--- config.mk ---
export PLATFORM = sky130hd
export DESIGN_NAME = rmc_top
export DESIGN_NICKNAME = d
export VERILOG_FILES = /design/src/inc/rmc_pkg.sv /design/src/logic/rmc_sig_recorder.sv /design/src/logic/rmc_top.sv
export SDC_FILE = /design/constraint.sdc
export NUM_CORES = 1
export LEC_CHECK = 0
export ABC_CLOCK_PERIOD_IN_PS = 2300
export BUFFER_PORTS_ARGS = -buffer_cell sky130_fd_sc_hd__clkbuf_2
export CORE_MARGIN = 2
export CORE_UTILIZATION = 56
export DETAILED_ROUTE_END_ITERATION = 12
export PLACE_DENSITY = 0.79
export SLEW_MARGIN = 20
export SYNTH_ARGS = -nofsm -noshare
export SYNTH_HDL_FRONTEND = slang
export SYNTH_SLANG_ARGS = --single-unit
--- constraint.sdc ---
create_clock -name pclk -period 2.3 [get_ports pclk]
set_input_delay 0.115 -clock pclk [delete_from_list [all_inputs] [get_ports pclk]]
set_output_delay 0.115 -clock pclk [all_outputs]
set_load 0.005 [all_outputs]
--- src/inc/rmc_pkg.sv ---
package rmc_pkg;

	// Clock and timing
	localparam int unsigned CLK_PERIOD_NS = 10;
	localparam int unsigned CE_MIN_US = 10;
	localparam int unsigned CE_MIN_CYCLES = (CE_MIN_US * 1000 + CLK_PERIOD_NS - 1) / CLK_PERIOD_NS;
	localparam int unsigned CE_CNT_W = $clog2(CE_MIN_CYCLES + 1);
	localparam int unsigned SLOT_US = 128;
	localparam int unsigned SLOT_CYCLES = (SLOT_US * 1000 + CLK_PERIOD_NS - 1) / CLK_PERIOD_NS;
	localparam int unsigned POR_CYCLES = 16;
	localparam int unsigned POR_CNT_W = 5;

	// Register byte offsets
	localparam logic [7:0] OFS_CONFIG = 8'h00;
	localparam logic [7:0] OFS_AIR_RATE = 8'h04;
	localparam logic [7:0] OFS_CHANNEL = 8'h08;
	localparam logic [7:0] OFS_STATE = 8'h0c;
	localparam logic [7:0] OFS_EVENTS = 8'h10;
	localparam logic [7:0] OFS_SIG_CTRL = 8'h14;
	localparam logic [7:0] OFS_SIG_HIST = 8'h18;

	// Config register fields
	localparam int unsigned CFG_PWR_BIT = 0;
	localparam int unsigned CFG_ROLE_BIT = 1;
	localparam int unsigned CFG_AUTO_ACK_BIT = 2;
	localparam int unsigned CFG_MASK_LSB = 4;
	localparam logic [7:0] CFG_RESET = 8'h00;

	// Air rate codes and channel
	localparam logic [1:0] RATE_1M = 2'h0;
	localparam logic [1:0] RATE_2M = 2'h1;
	localparam logic [1:0] RATE_250K = 2'h2;
	localparam logic [1:0] RATE_RESET = 2'h0;
	localparam logic [6:0] CHAN_RESET = 7'h02;

	// Signal-strength control and history
	localparam int unsigned SIG_EN_BIT = 4;
	localparam int unsigned HIST_THR1_LSB = 16;
	localparam int unsigned HIST_THR2_LSB = 24;
	localparam logic [7:0] THR1_RESET = 8'h40;
	localparam logic [7:0] THR2_RESET = 8'h80;

	// Event flag positions
	localparam int unsigned EVT_TX_SENT = 0;
	localparam int unsigned EVT_RX_STORED = 1;

	typedef enum logic [2:0] {
		RMC_ST_POR,
		RMC_ST_PDOWN,
		RMC_ST_STANDBY,
		RMC_ST_TX,
		RMC_ST_TX_IDLE,
		RMC_ST_ACK_WAIT,
		RMC_ST_RX,
		RMC_ST_ACK_SEND
	} rmc_state_e;

	// Events from packet engine, same clock
	typedef struct packed {
		logic tx_waiting;
		logic tx_done;
		logic rx_valid;
		logic ack_ok;
		logic ack_timeout;
	} rmc_modem_evt_s;

	// Controls to radio and packet engine
	typedef struct packed {
		logic osc_on;
		logic radio_on;
		logic tx_mode;
		logic rx_listen;
		logic tx_start;
		logic rx_store;
	} rmc_radio_ctl_s;

endpackage

--- src/logic/rmc_sig_recorder.sv ---
`timescale 1ns/100ps
module rmc_sig_recorder #(
	parameter int unsigned SLOT_CYCLES = rmc_pkg::SLOT_CYCLES,
	parameter logic [15:0] DEVICE_ID = 16'h3c5a // Arbitrary value
) (
	input wire logic pclk,
	input wire logic presetn,
	input wire logic enable,
	input wire logic link_clk,
	input wire logic [7:0] level_in,
	input wire logic [1:0][7:0] thresholds,
	output logic [15:0] history,
	output logic [1:0] flags
);
	localparam int unsigned SLOT_W = $clog2(SLOT_CYCLES + 1);

	logic lk_meta, lk_sync, lk_prev;
	logic [7:0] lvl_meta, lvl_sync, sample_reg;
	logic [SLOT_W-1:0] slot_cnt;
	logic slot_end;

	// Two-stage sync of link clock and level; level is stable around the edge
	always_ff @(posedge pclk or negedge presetn) begin
		if (!presetn) begin
			lk_meta <= 1'b0;
			lk_sync <= 1'b0;
			lk_prev <= 1'b0;
			lvl_meta <= 8'h00;
			lvl_sync <= 8'h00;
		end else begin
			lk_meta <= link_clk;
			lk_sync <= lk_meta;
			lk_prev <= lk_sync;
			lvl_meta <= level_in;
			lvl_sync <= lvl_meta;
		end
	end

	// Capture level on each rising link edge
	always_ff @(posedge pclk or negedge presetn) begin
		if (!presetn) begin
			sample_reg <= 8'h00;
		end else if (lk_sync && !lk_prev) begin
			sample_reg <= lvl_sync;
		end
	end

	always_ff @(posedge pclk or negedge presetn) begin
		if (!presetn) begin
			slot_cnt <= '0;
		end else if (!enable || slot_end) begin
			slot_cnt <= '0;
		end else begin
			slot_cnt <= slot_cnt + 1'b1;
		end
	end
	assign slot_end = enable && (slot_cnt == SLOT_W'(SLOT_CYCLES - 1));

	genvar i;
	generate
		for (i = 0; i < 2; i++) begin : g_rec
			logic flag_reg, acc_reg;
			logic [7:0] hist_reg;
			always_ff @(posedge pclk or negedge presetn) begin
				if (!presetn) begin
					flag_reg <= 1'b0;
				end else begin
					flag_reg <= enable && (sample_reg > thresholds[i]);
				end
			end
			// Sticky over the slot so short peaks still count
			always_ff @(posedge pclk or negedge presetn) begin
				if (!presetn) begin
					acc_reg <= 1'b0;
				end else if (slot_end || !enable) begin
					acc_reg <= 1'b0;
				end else if (flag_reg) begin
					acc_reg <= 1'b1;
				end
			end
			always_ff @(posedge pclk or negedge presetn) begin
				if (!presetn) begin
					hist_reg <= DEVICE_ID[i*8 +: 8];
				end else if (slot_end) begin
					hist_reg <= {hist_reg[6:0], acc_reg | flag_reg};
				end
			end
			assign history[i*8 +: 8] = hist_reg;
			assign flags[i] = flag_reg;
		end
	endgenerate

endmodule

--- src/logic/rmc_top.sv ---
// The APB register port was left to the implementer.
`timescale 1ns/100ps
module rmc_top #(
	parameter int unsigned SLOT_CYCLES = rmc_pkg::SLOT_CYCLES,
	parameter logic [15:0] DEVICE_ID = 16'h3c5a // Arbitrary value
) (
	input wire logic pclk,
	input wire logic presetn,
	input wire logic psel,
	input wire logic penable,
	input wire logic pwrite,
	input wire logic [7:0] paddr,
	input wire logic [31:0] pwdata,
	output logic [31:0] prdata,
	output logic pready,
	output logic pslverr,
	input wire logic ce_pin,
	input wire logic link_clk,
	input wire logic [7:0] level_in,
	input wire rmc_pkg::rmc_modem_evt_s modem_evt,
	output rmc_pkg::rmc_radio_ctl_s radio_ctl,
	output logic [1:0] air_rate,
	output logic [6:0] channel,
	output logic irq_n
);

	logic [7:0] cfg_reg;
	logic [1:0] rate_reg;
	logic [6:0] chan_reg;
	logic [1:0] evt_reg;
	logic sig_en_reg;
	logic [7:0] thr1_reg, thr2_reg;
	logic [31:0] prdata_reg;
	logic pslverr_reg;
	logic irq_n_reg;
	logic ce_meta, ce_sync;
	logic [rmc_pkg::CE_CNT_W-1:0] ce_cnt;
	logic ce_qual;
	logic [rmc_pkg::POR_CNT_W-1:0] por_cnt;
	rmc_pkg::rmc_state_e state_reg, state_next;
	rmc_pkg::rmc_radio_ctl_s ctl_reg;
	logic [15:0] history;
	logic [1:0] sig_flags;
	logic pwr, role_rx, auto_ack;
	logic wr_en, rd_setup;
	logic [1:0] evt_set;
	logic tx_pkt_end;

	// Address decode for the error answer; the read mux decodes on its own
	function automatic logic addr_mapped(input logic [7:0] a);
		addr_mapped = (a == rmc_pkg::OFS_CONFIG) || (a == rmc_pkg::OFS_AIR_RATE) ||
			(a == rmc_pkg::OFS_CHANNEL) || (a == rmc_pkg::OFS_STATE) ||
			(a == rmc_pkg::OFS_EVENTS) || (a == rmc_pkg::OFS_SIG_CTRL) ||
			(a == rmc_pkg::OFS_SIG_HIST);
	endfunction

	assign pwr = cfg_reg[rmc_pkg::CFG_PWR_BIT];
	assign role_rx = cfg_reg[rmc_pkg::CFG_ROLE_BIT];
	assign auto_ack = cfg_reg[rmc_pkg::CFG_AUTO_ACK_BIT];

	// Zero-wait slave; read data is prepared in the setup cycle
	assign pready = 1'b1;
	assign wr_en = psel && penable && pwrite;
	assign rd_setup = psel && !penable;
	assign prdata = prdata_reg;
	assign pslverr = pslverr_reg;

	// Config, rate and channel registers
	always_ff @(posedge pclk or negedge presetn) begin
		if (!presetn) begin
			cfg_reg <= rmc_pkg::CFG_RESET;
			rate_reg <= rmc_pkg::RATE_RESET;
			chan_reg <= rmc_pkg::CHAN_RESET;
		end else if (wr_en) begin
			if (paddr == rmc_pkg::OFS_CONFIG) begin
				cfg_reg <= pwdata[7:0];
			end
			if (paddr == rmc_pkg::OFS_AIR_RATE) begin
				rate_reg <= pwdata[1:0];
			end
			if (paddr == rmc_pkg::OFS_CHANNEL) begin
				chan_reg <= pwdata[6:0];
			end
		end
	end

	// thresholds live in the history word
	always_ff @(posedge pclk or negedge presetn) begin
		if (!presetn) begin
			sig_en_reg <= 1'b0;
			thr1_reg <= rmc_pkg::THR1_RESET;
			thr2_reg <= rmc_pkg::THR2_RESET;
		end else if (wr_en) begin
			if (paddr == rmc_pkg::OFS_SIG_CTRL) begin
				sig_en_reg <= pwdata[rmc_pkg::SIG_EN_BIT];
			end
			if (paddr == rmc_pkg::OFS_SIG_HIST) begin
				thr1_reg <= pwdata[rmc_pkg::HIST_THR1_LSB +: 8];
				thr2_reg <= pwdata[rmc_pkg::HIST_THR2_LSB +: 8];
			end
		end
	end

	// Read mux, latched in setup so prdata comes from a flop
	always_ff @(posedge pclk or negedge presetn) begin
		if (!presetn) begin
			prdata_reg <= 32'h0000_0000;
			pslverr_reg <= 1'b0;
		end else if (rd_setup) begin
			pslverr_reg <= !addr_mapped(paddr);
			prdata_reg <= 32'h0000_0000;
			unique case (paddr)
				rmc_pkg::OFS_CONFIG: prdata_reg <= {24'h00_0000, cfg_reg};
				rmc_pkg::OFS_AIR_RATE: prdata_reg <= {30'h0000_0000, rate_reg};
				rmc_pkg::OFS_CHANNEL: prdata_reg <= {25'h000_0000, chan_reg};
				rmc_pkg::OFS_STATE: prdata_reg <= {29'h0000_0000, state_reg};
				rmc_pkg::OFS_EVENTS: prdata_reg <= {30'h0000_0000, evt_reg};
				rmc_pkg::OFS_SIG_CTRL: prdata_reg <= {27'h000_0000, sig_en_reg, 2'h0, sig_flags};
				// thresholds and histories in one word
				rmc_pkg::OFS_SIG_HIST: prdata_reg <= {thr2_reg, thr1_reg, history};
				default: prdata_reg <= 32'h0000_0000;
			endcase
		end
	end

	// Chip enable pin synchroniser
	always_ff @(posedge pclk or negedge presetn) begin
		if (!presetn) begin
			ce_meta <= 1'b0;
			ce_sync <= 1'b0;
		end else begin
			ce_meta <= ce_pin;
			ce_sync <= ce_meta;
		end
	end

	// qualify chip enable high for the minimum pulse
	always_ff @(posedge pclk or negedge presetn) begin
		if (!presetn) begin
			ce_cnt <= '0;
		end else if (!ce_sync) begin
			ce_cnt <= '0;
		end else if (!ce_qual) begin
			ce_cnt <= ce_cnt + 1'b1;
		end
	end
	assign ce_qual = (ce_cnt == rmc_pkg::CE_CNT_W'(rmc_pkg::CE_MIN_CYCLES));

	// Power-on reset sequencer
	always_ff @(posedge pclk or negedge presetn) begin
		if (!presetn) begin
			por_cnt <= '0;
		end else if (state_reg == rmc_pkg::RMC_ST_POR) begin
			por_cnt <= por_cnt + 1'b1;
		end
	end

	assign tx_pkt_end = (state_reg == rmc_pkg::RMC_ST_TX) && modem_evt.tx_done;

	// Operating state selection
	always_comb begin
		state_next = state_reg;
		unique case (state_reg)
			rmc_pkg::RMC_ST_POR: begin
				if (por_cnt == rmc_pkg::POR_CNT_W'(rmc_pkg::POR_CYCLES - 1)) begin
					state_next = rmc_pkg::RMC_ST_PDOWN;
				end
			end
			rmc_pkg::RMC_ST_PDOWN: begin
				if (pwr) begin
					state_next = rmc_pkg::RMC_ST_STANDBY;
				end
			end
			rmc_pkg::RMC_ST_STANDBY: begin
				// role bit picks receive or transmit path
				if (role_rx && ce_sync) begin
					state_next = rmc_pkg::RMC_ST_RX;
				// transmit needs role, power, qualified chip enable and payload
				end else if (!role_rx && ce_qual && modem_evt.tx_waiting) begin
					state_next = rmc_pkg::RMC_ST_TX;
				end
			end
			rmc_pkg::RMC_ST_TX: begin
				if (modem_evt.tx_done) begin
					if (auto_ack) begin
						state_next = rmc_pkg::RMC_ST_ACK_WAIT;
					end else if (ce_sync && modem_evt.tx_waiting) begin
						state_next = rmc_pkg::RMC_ST_TX;
					end else if (ce_sync) begin
						state_next = rmc_pkg::RMC_ST_TX_IDLE;
					end else begin
						state_next = rmc_pkg::RMC_ST_STANDBY;
					end
				end
			end
			rmc_pkg::RMC_ST_ACK_WAIT: begin
				if (modem_evt.ack_timeout) begin
					state_next = rmc_pkg::RMC_ST_TX;
				end else if (modem_evt.ack_ok) begin
					if (ce_sync && modem_evt.tx_waiting) begin
						state_next = rmc_pkg::RMC_ST_TX;
					end else if (ce_sync) begin
						state_next = rmc_pkg::RMC_ST_TX_IDLE;
					end else begin
						state_next = rmc_pkg::RMC_ST_STANDBY;
					end
				end
			end
			rmc_pkg::RMC_ST_TX_IDLE: begin
				if (!ce_sync) begin
					state_next = rmc_pkg::RMC_ST_STANDBY;
				end else if (modem_evt.tx_waiting) begin
					state_next = rmc_pkg::RMC_ST_TX;
				end
			end
			rmc_pkg::RMC_ST_RX: begin
				if (modem_evt.rx_valid && auto_ack) begin
					state_next = rmc_pkg::RMC_ST_ACK_SEND;
				end else if (!ce_sync) begin
					state_next = rmc_pkg::RMC_ST_STANDBY;
				end
			end
			rmc_pkg::RMC_ST_ACK_SEND: begin
				if (modem_evt.tx_done) begin
					state_next = ce_sync ? rmc_pkg::RMC_ST_RX : rmc_pkg::RMC_ST_STANDBY;
				end
			end
		endcase
		// power bit low overrides every state except power-on reset
		if (!pwr && state_reg != rmc_pkg::RMC_ST_POR) begin
			state_next = rmc_pkg::RMC_ST_PDOWN;
		end
	end

	// State register
	always_ff @(posedge pclk or negedge presetn) begin
		if (!presetn) begin
			state_reg <= rmc_pkg::RMC_ST_POR;
		end else begin
			state_reg <= state_next;
		end
	end

	// Radio controls registered from the next state; rx_store from the current state
	always_ff @(posedge pclk or negedge presetn) begin
		if (!presetn) begin
			ctl_reg <= '0;
		end else begin
			ctl_reg.osc_on <= (state_next != rmc_pkg::RMC_ST_POR) && (state_next != rmc_pkg::RMC_ST_PDOWN);
			// no radio in standby or idle transmit
			ctl_reg.radio_on <= (state_next == rmc_pkg::RMC_ST_TX) || (state_next == rmc_pkg::RMC_ST_RX) ||
				(state_next == rmc_pkg::RMC_ST_ACK_WAIT) || (state_next == rmc_pkg::RMC_ST_ACK_SEND);
			ctl_reg.tx_mode <= (state_next == rmc_pkg::RMC_ST_TX) || (state_next == rmc_pkg::RMC_ST_ACK_SEND);
			ctl_reg.rx_listen <= (state_next == rmc_pkg::RMC_ST_RX) || (state_next == rmc_pkg::RMC_ST_ACK_WAIT);
			// one start per packet, also on back-to-back sends
			ctl_reg.tx_start <= ((state_next == rmc_pkg::RMC_ST_TX) && (state_reg != state_next || tx_pkt_end)) ||
				((state_next == rmc_pkg::RMC_ST_ACK_SEND) && (state_reg != state_next));
			ctl_reg.rx_store <= (state_reg == rmc_pkg::RMC_ST_RX) && modem_evt.rx_valid;
		end
	end
	assign radio_ctl = ctl_reg;

	// Rate and channel drive the synthesiser directly
	assign air_rate = rate_reg;
	assign channel = chan_reg;

	// Sticky event flags, hardware set beats software clear
	assign evt_set[rmc_pkg::EVT_TX_SENT] = (tx_pkt_end && !auto_ack) ||
		((state_reg == rmc_pkg::RMC_ST_ACK_WAIT) && modem_evt.ack_ok && !modem_evt.ack_timeout);
	assign evt_set[rmc_pkg::EVT_RX_STORED] = (state_reg == rmc_pkg::RMC_ST_RX) && modem_evt.rx_valid;
	always_ff @(posedge pclk or negedge presetn) begin
		if (!presetn) begin
			evt_reg <= 2'h0;
		end else if (wr_en && paddr == rmc_pkg::OFS_EVENTS) begin
			evt_reg <= (evt_reg & ~pwdata[1:0]) | evt_set;
		end else begin
			evt_reg <= evt_reg | evt_set;
		end
	end

	always_ff @(posedge pclk or negedge presetn) begin
		if (!presetn) begin
			irq_n_reg <= 1'b1;
		end else begin
			irq_n_reg <= !(|(evt_reg & cfg_reg[rmc_pkg::CFG_MASK_LSB +: 2]));
		end
	end
	assign irq_n = irq_n_reg;

	rmc_sig_recorder #(
		.SLOT_CYCLES(SLOT_CYCLES),
		.DEVICE_ID(DEVICE_ID)
	) u_rec (
		.pclk(pclk),
		.presetn(presetn),
		.enable(sig_en_reg && pwr),
		.link_clk(link_clk),
		.level_in(level_in),
		.thresholds({thr2_reg, thr1_reg}),
		.history(history),
		.flags(sig_flags)
	);

endmodule

* Word level (Yosys, flattened, before mapping)
Index checks and enable logic that the tools add are counted.
Operators by class: add/sub/neg operators 3, magnitude comparators 2, eq/ne operators 23, multiplexer cells 27, bitwise operators 7, reductions and logical operators 59
Operators by type and width (number):
- case mux 32 bit (7 select lines) | 1
- two-way mux 3 bit | 17
- == test 8 x 5 -> 1 bit (second input constant) | 3
- case mux 3 bit (8 select lines) | 1
- logical AND 1 bit | 23
- == test 3 bit (second input constant) | 7
- two-way mux 10 bit | 2
- == test 8 x 4 -> 1 bit (second input constant) | 2
- greater-than comparator 8 bit | 2
- logical OR 1 bit | 15
- adder 14 x 1 -> 14 bit (second input constant) | 1
- == test 14 bit (second input constant) | 1
- two-way mux 14 bit | 1
- adder 10 x 1 -> 10 bit (second input constant) | 1
- == test 10 bit (second input constant) | 1
- AND reduction 2 bit | 5
- == test 3 x 2 -> 1 bit (second input constant) | 3
- logical NOT 1 bit | 9
- == test 8 x 3 -> 1 bit (second input constant) | 1
- logical NOT 8 bit | 1
- nonzero test 3 bit | 2
- adder 5 x 1 -> 5 bit (second input constant) | 1
- == test 5 x 4 -> 1 bit (second input constant) | 1
- AND 2 bit | 2
- 12 further kinds | 18
Word-level totals: register bits 157, bits of input ports 60, output and inout bits 50, logic and storage cells 155

* Logic depth before layout (Yosys ltp)
word-level depth 11, depth in mapped cells 8, mapped depth without buffers 8

* Modules after synthesis
A second synthesis with hierarchy kept.
Unflattened totals: cells, all modules 566, area, all modules 6996.7 um^2
By module, submodules not included:
- rmc_top | times used 1, cells each 358, area an instance 4330.4 um^2, seq. area each 2407.3 um^2
- rmc_sig_recorder | times used 1, cells each 208, area an instance 2666.3 um^2, seq. area each 1536.5 um^2

* Least setup slack after synthesis
Ideal clock, no wire load.
path type register to register, from reg u_rec.slot_cnt[0], to reg u_rec.g_rec[0].hist_reg[2], setup time 0.125 ns, data arrival time 1.636 ns, data required time 2.175 ns, path slack 0.539 ns, cell stages (with the launch flop) 8, buffers on the path 1, period minus slack after synthesis 1.761 ns, cells stage by stage dfrtp_1 > ha_1 > nand2_1 > nor3_4 > nand2_2 > nor2_8 > buf_12 > mux2_4
On the way: word-level cells in the longest chain between the ends 2
Ends and longest elaborated chain:
- from (decl) | line rmc_sig_recorder.sv:19 | logic [SLOT_W-1:0] slot_cnt;
- from (signal assigned) | line rmc_sig_recorder.sv:54 | slot_cnt <= slot_cnt + 1'b1;
- == test 14 bit | line rmc_sig_recorder.sv:57 | assign slot_end = enable && (slot_cnt == SLOT_W'(SLOT_CYCLES - 1));
- logical AND 1 bit | line rmc_sig_recorder.sv:57
- to (signal assigned) | line rmc_sig_recorder.sv:83 | hist_reg <= DEVICE_ID[i*8 +: 8];
- to (signal assigned) | line rmc_sig_recorder.sv:85 | hist_reg <= {hist_reg[6:0], acc_reg | flag_reg};
- to (decl) | line rmc_sig_recorder.sv:63 | logic [7:0] hist_reg;
Every way passes these cells. A chain may end at the register's enable or synchronous reset.

* Worst setup path after layout
from reg u_rec.slot_cnt[0], to reg u_rec.g_rec[1].hist_reg[6]
On the way: word-level cells in the longest chain between the ends 2
Ends and longest elaborated chain (line):
- == test 14 bit | rmc_sig_recorder.sv:57
- logical AND 1 bit | rmc_sig_recorder.sv:57
- to (signal assigned) | rmc_sig_recorder.sv:83
- to (signal assigned) | rmc_sig_recorder.sv:85
- to (decl) | rmc_sig_recorder.sv:63
Every way passes these cells.

==> flow_metrics.py <==
metrics = {
    "drt": {
        "drtIter0Drc": 334,
        "avgViaCountPerCell": 5.584,
        "first_pass_iters": 5,
        "routedWlPerCell_um": 16.55,
        "vias": 4880,
        "drt-total-wl_mm": 14.46,
        "drc": 0,
        "detail-route-antenna-nets": 0,
    },
    "run": {
        "maxCapViolCount": 0,
    },
    "die": {
        "core_mm2": 0.01196,
        "dieWidth_um": 114.4,
        "row_count": 40,
        "die_h_um": 114.4,
        "start_util": 0.5701,
        "io_pins": 110,
        "dieArea_mm2": 0.01308,
    },
    "cts": {
        "cts_buffers": 17,
        "clockBufferDepth": 2,
        "worst_skew_pair.late_latency_ns": 0.42,
        "cts_resized": 0,
        "cts_tree": "done",
        "clkTransAtPathRegs_ns": 0.06,
        "cts_root_buffer": "clkbuf_16",
        "cts_sinks": 157,
        "hold_buffers": 35,
        "htree_levels": 4,
        "cts_setup_buffers": 0,
    },
    "logic_synthesis": {
        "synth_top_area_share": 0.5321,
        "synthMuxAreaShare": 0.08771,
        "synth_xor_area_frac": 0.02954,
        "synth_area_mm2": 0.006819,
        "synth_compound_area_frac": 0.1011,
        "yosysTopAreaCell": "dfrtp_1",
        "yosys_warnings": 0,
        "synthCells": 576,
        "yosysSeqAreaShare": 0.5783,
        "syn_area_per_cell_um2": 11.84,
        "yosys.area_share.simple": 0.1317,
        "synth_top_family_by_area": "simple AND/OR/NAND/NOR gates",
        "synth_nets": 657,
        "synthFlopType": "dfrtp_1",
        "synth_area_leaders": "dfrtp_1 (53%), mux2_2 (6.3%), dfstp_2 (4.6%)",
        "synth_fa_ha_area_frac": 0.03853,
        "synthArstFlopShare": 1.000,
        "synth_edf_count": 0,
        "ys_ff_latch": 157,
        "ys_types": 55,
    },
    "timing": {
        "fin_crit_sh": 0.8387,
        "rsz0062_at_grt": "false",
        "slew_violations": 0,
        "hold_violations": 0,
        "slew_headroom": 0.5655,
        "setup_viol": 0,
        "fin_setup_tns_ns": 0,
        "layout_min_cycle_time_ns": 1.929,
        "fin_skew_ns": 0.007918,
        "layout_setup_ws_ns": 0.3710,
        "tightest_slew_ns": 0.6503,
        "fmax_mhz": 518.4,
    },
    "global_routing": {
        "antenna_found_initial": 1,
        "grt_max_degree": 66,
        "grt_pass1_vias": 4810,
        "grt_first_pass_wirelength_mm": 23.52,
        "grt_overflow": 0,
        "track_usage": 0.2360,
    },
    "outcome": {
        "outcome": "completed",
    },
    "setup_path": {
        "cp_num_buf_inv": 0,
        "criticalPathCategory": "reg2reg",
        "startpoint_type": "register",
        "cp_cell_sequence": "ha_1 > nand2_1 > nor3_4 > nand2_2 > nor2_8 > mux2_2",
        "cp_max_fo": 18,
        "critPathCaptureType": "register",
        "critPathTopFamily": "simple AND/OR/NAND/NOR gates",
        "cp.arrival_ns": 2.23,
        "cp_slowest_cell": "dfrtp_1",
        "required_ns": 2.60,
        "slowest_delay_ns": 0.42,
    },
    "layout": {
        "area_growth_pct": 22.53,
        "final_util": 0.6985,
        "largest_register_ff_count": 32,
        "stdcell_area_mm2": 0.008356,
        "multi_input_area_mm2": 0.002659,
        "fillers": 860,
        "drive_above_1_share": 0.2765,
        "final_nets": 795,
        "seqCellArea_mm2": 0.003944,
        "antennaDiodeCount": 0,
    },
    "placement": {
        "place_congestion": 0.8400,
        "postPlaceCellArea_mm2": 0.007452,
        "place_ws_ns": 0.3798,
        "port_buffers": 100,
        "post-dp-hpwl_mm": 9.864,
    },
    "min_path": {
        "hold_class": "in2reg",
    },
    "power": {
        "leakage_nw": 4.125,
        "powerDensity_mw_per_mm2": 723.7,
        "vdd_ir_drop_max_uv": 475.9,
        "total_power_w": 0.006047,
    },
}
-- kinds of logic (layout without fill, tap and decap cells) --
kind of cell,after synthesis,after routing
mux,52,52
xor+xnor,23,23
flops,157,157
simple gates,173,173
fa+ha+maj,21,21
buf+inv,48,199
other cells,1,1
compound gates,101,101
-- worst paths after layout --
| check | startpoint | to | slack (ns) | cells after the start |
|---|---|---|---|---|
| setup reg to reg | u_rec.slot_cnt[0] | u_rec.g_rec[1].hist_reg[6] | 0.37 | 6 |
| max in group asynchronous | presetn | u_rec.g_rec[1].hist_reg[5] | 1.23 | 3 |
| min in group asynchronous | presetn | channel[5] | 0.25 | 2 |
| hold reg to reg | ce_meta | ce_sync | 0.35 | 0 |
| setup / recovery | u_rec.slot_cnt[0] | u_rec.g_rec[1].hist_reg[6] | 0.37 | 6 |
| hold / removal | pwdata[1] | cfg_reg[1] | 0.04 | 2 |
-- cell usage after synthesis (8+ instances only) --
master / n
a22o_1: 31
nand2b_1: 8
mux2_2: 38
o21ai_0: 32
ha_1: 21
inv_1: 24
dfstp_2: 12
nand3_1: 19
nor3_1: 8
nor2b_1: 9
clkbuf_1: 10
nor2_1: 43
dfrtp_1: 145
buf_2: 8
nand2_1: 48
mux2i_1: 8
xnor2_1: 9
a21oi_1: 14
xor2_1: 14
-- final cells by class --
cell class | instances | share of cell area
clock buffer | 26 | 0.05855
clock inverter | 6 | 0.007637
inverter | 25 | 0.01123
multi-input combinational | 371 | 0.3182
sequential | 157 | 0.4720
tap | 147 | 0.02201
timing repair buffer | 142 | 0.1104
-- layout by cell type, fill, tap and decap left out, types with 3 or more instances in the layout --
master / n
a21o_1: 5
a21oi_1: 14
a22o_1: 31
a22oi_1: 6
and3_1: 4
buf_4: 6
clkbuf_1: 6
clkbuf_16: 17
clkbuf_2: 99
clkbuf_8: 3
dfrtp_1: 145
dfstp_2: 12
dlygate4sd3_1: 35
ha_1: 21
inv_1: 24
mux2_2: 38
mux2_4: 6
mux2i_1: 8
nand2_1: 48
nand2b_1: 8
nand3_1: 19
nand4_1: 7
nor2_1: 43
nor2b_1: 9
nor3_1: 7
nor4_1: 3
o21ai_0: 32
or3_1: 5
xnor2_1: 9
xor2_1: 14
-- report_power, final --
group          internal [W]  switching (W)  leakage (nW)
logic              0.000222       0.000271          1.86
clock network       0.00157        0.00103         0.265
registers           0.00286      0.0000926          2.00
-- through the flow --
| step | hold WS, ns | instances |
|---|---|---|
| 3_3_place_gp | 0.1422 | 807 |
| 3_5_place_dp | 0.1519 | 807 |
| 2_1_floorplan | -0.1806 | 576 |
| 5_1_grt | 0.02353 | 874 |
| 4_1_cts | 0.01777 | 874 |
| 6_report | 0.04301 | 874 |
-- per-layer routing --
metal	GRT usage	up-vias	part of all wire
met5	0	-	0.00090
met4	0.1016	2	0.022
met2	0.3675	153	0.49
li1	-	2303	-
met3	0.06458	30	0.048
met1	0.3142	2392	0.43
No activity file was read; power rests on OpenSTA's default activity.
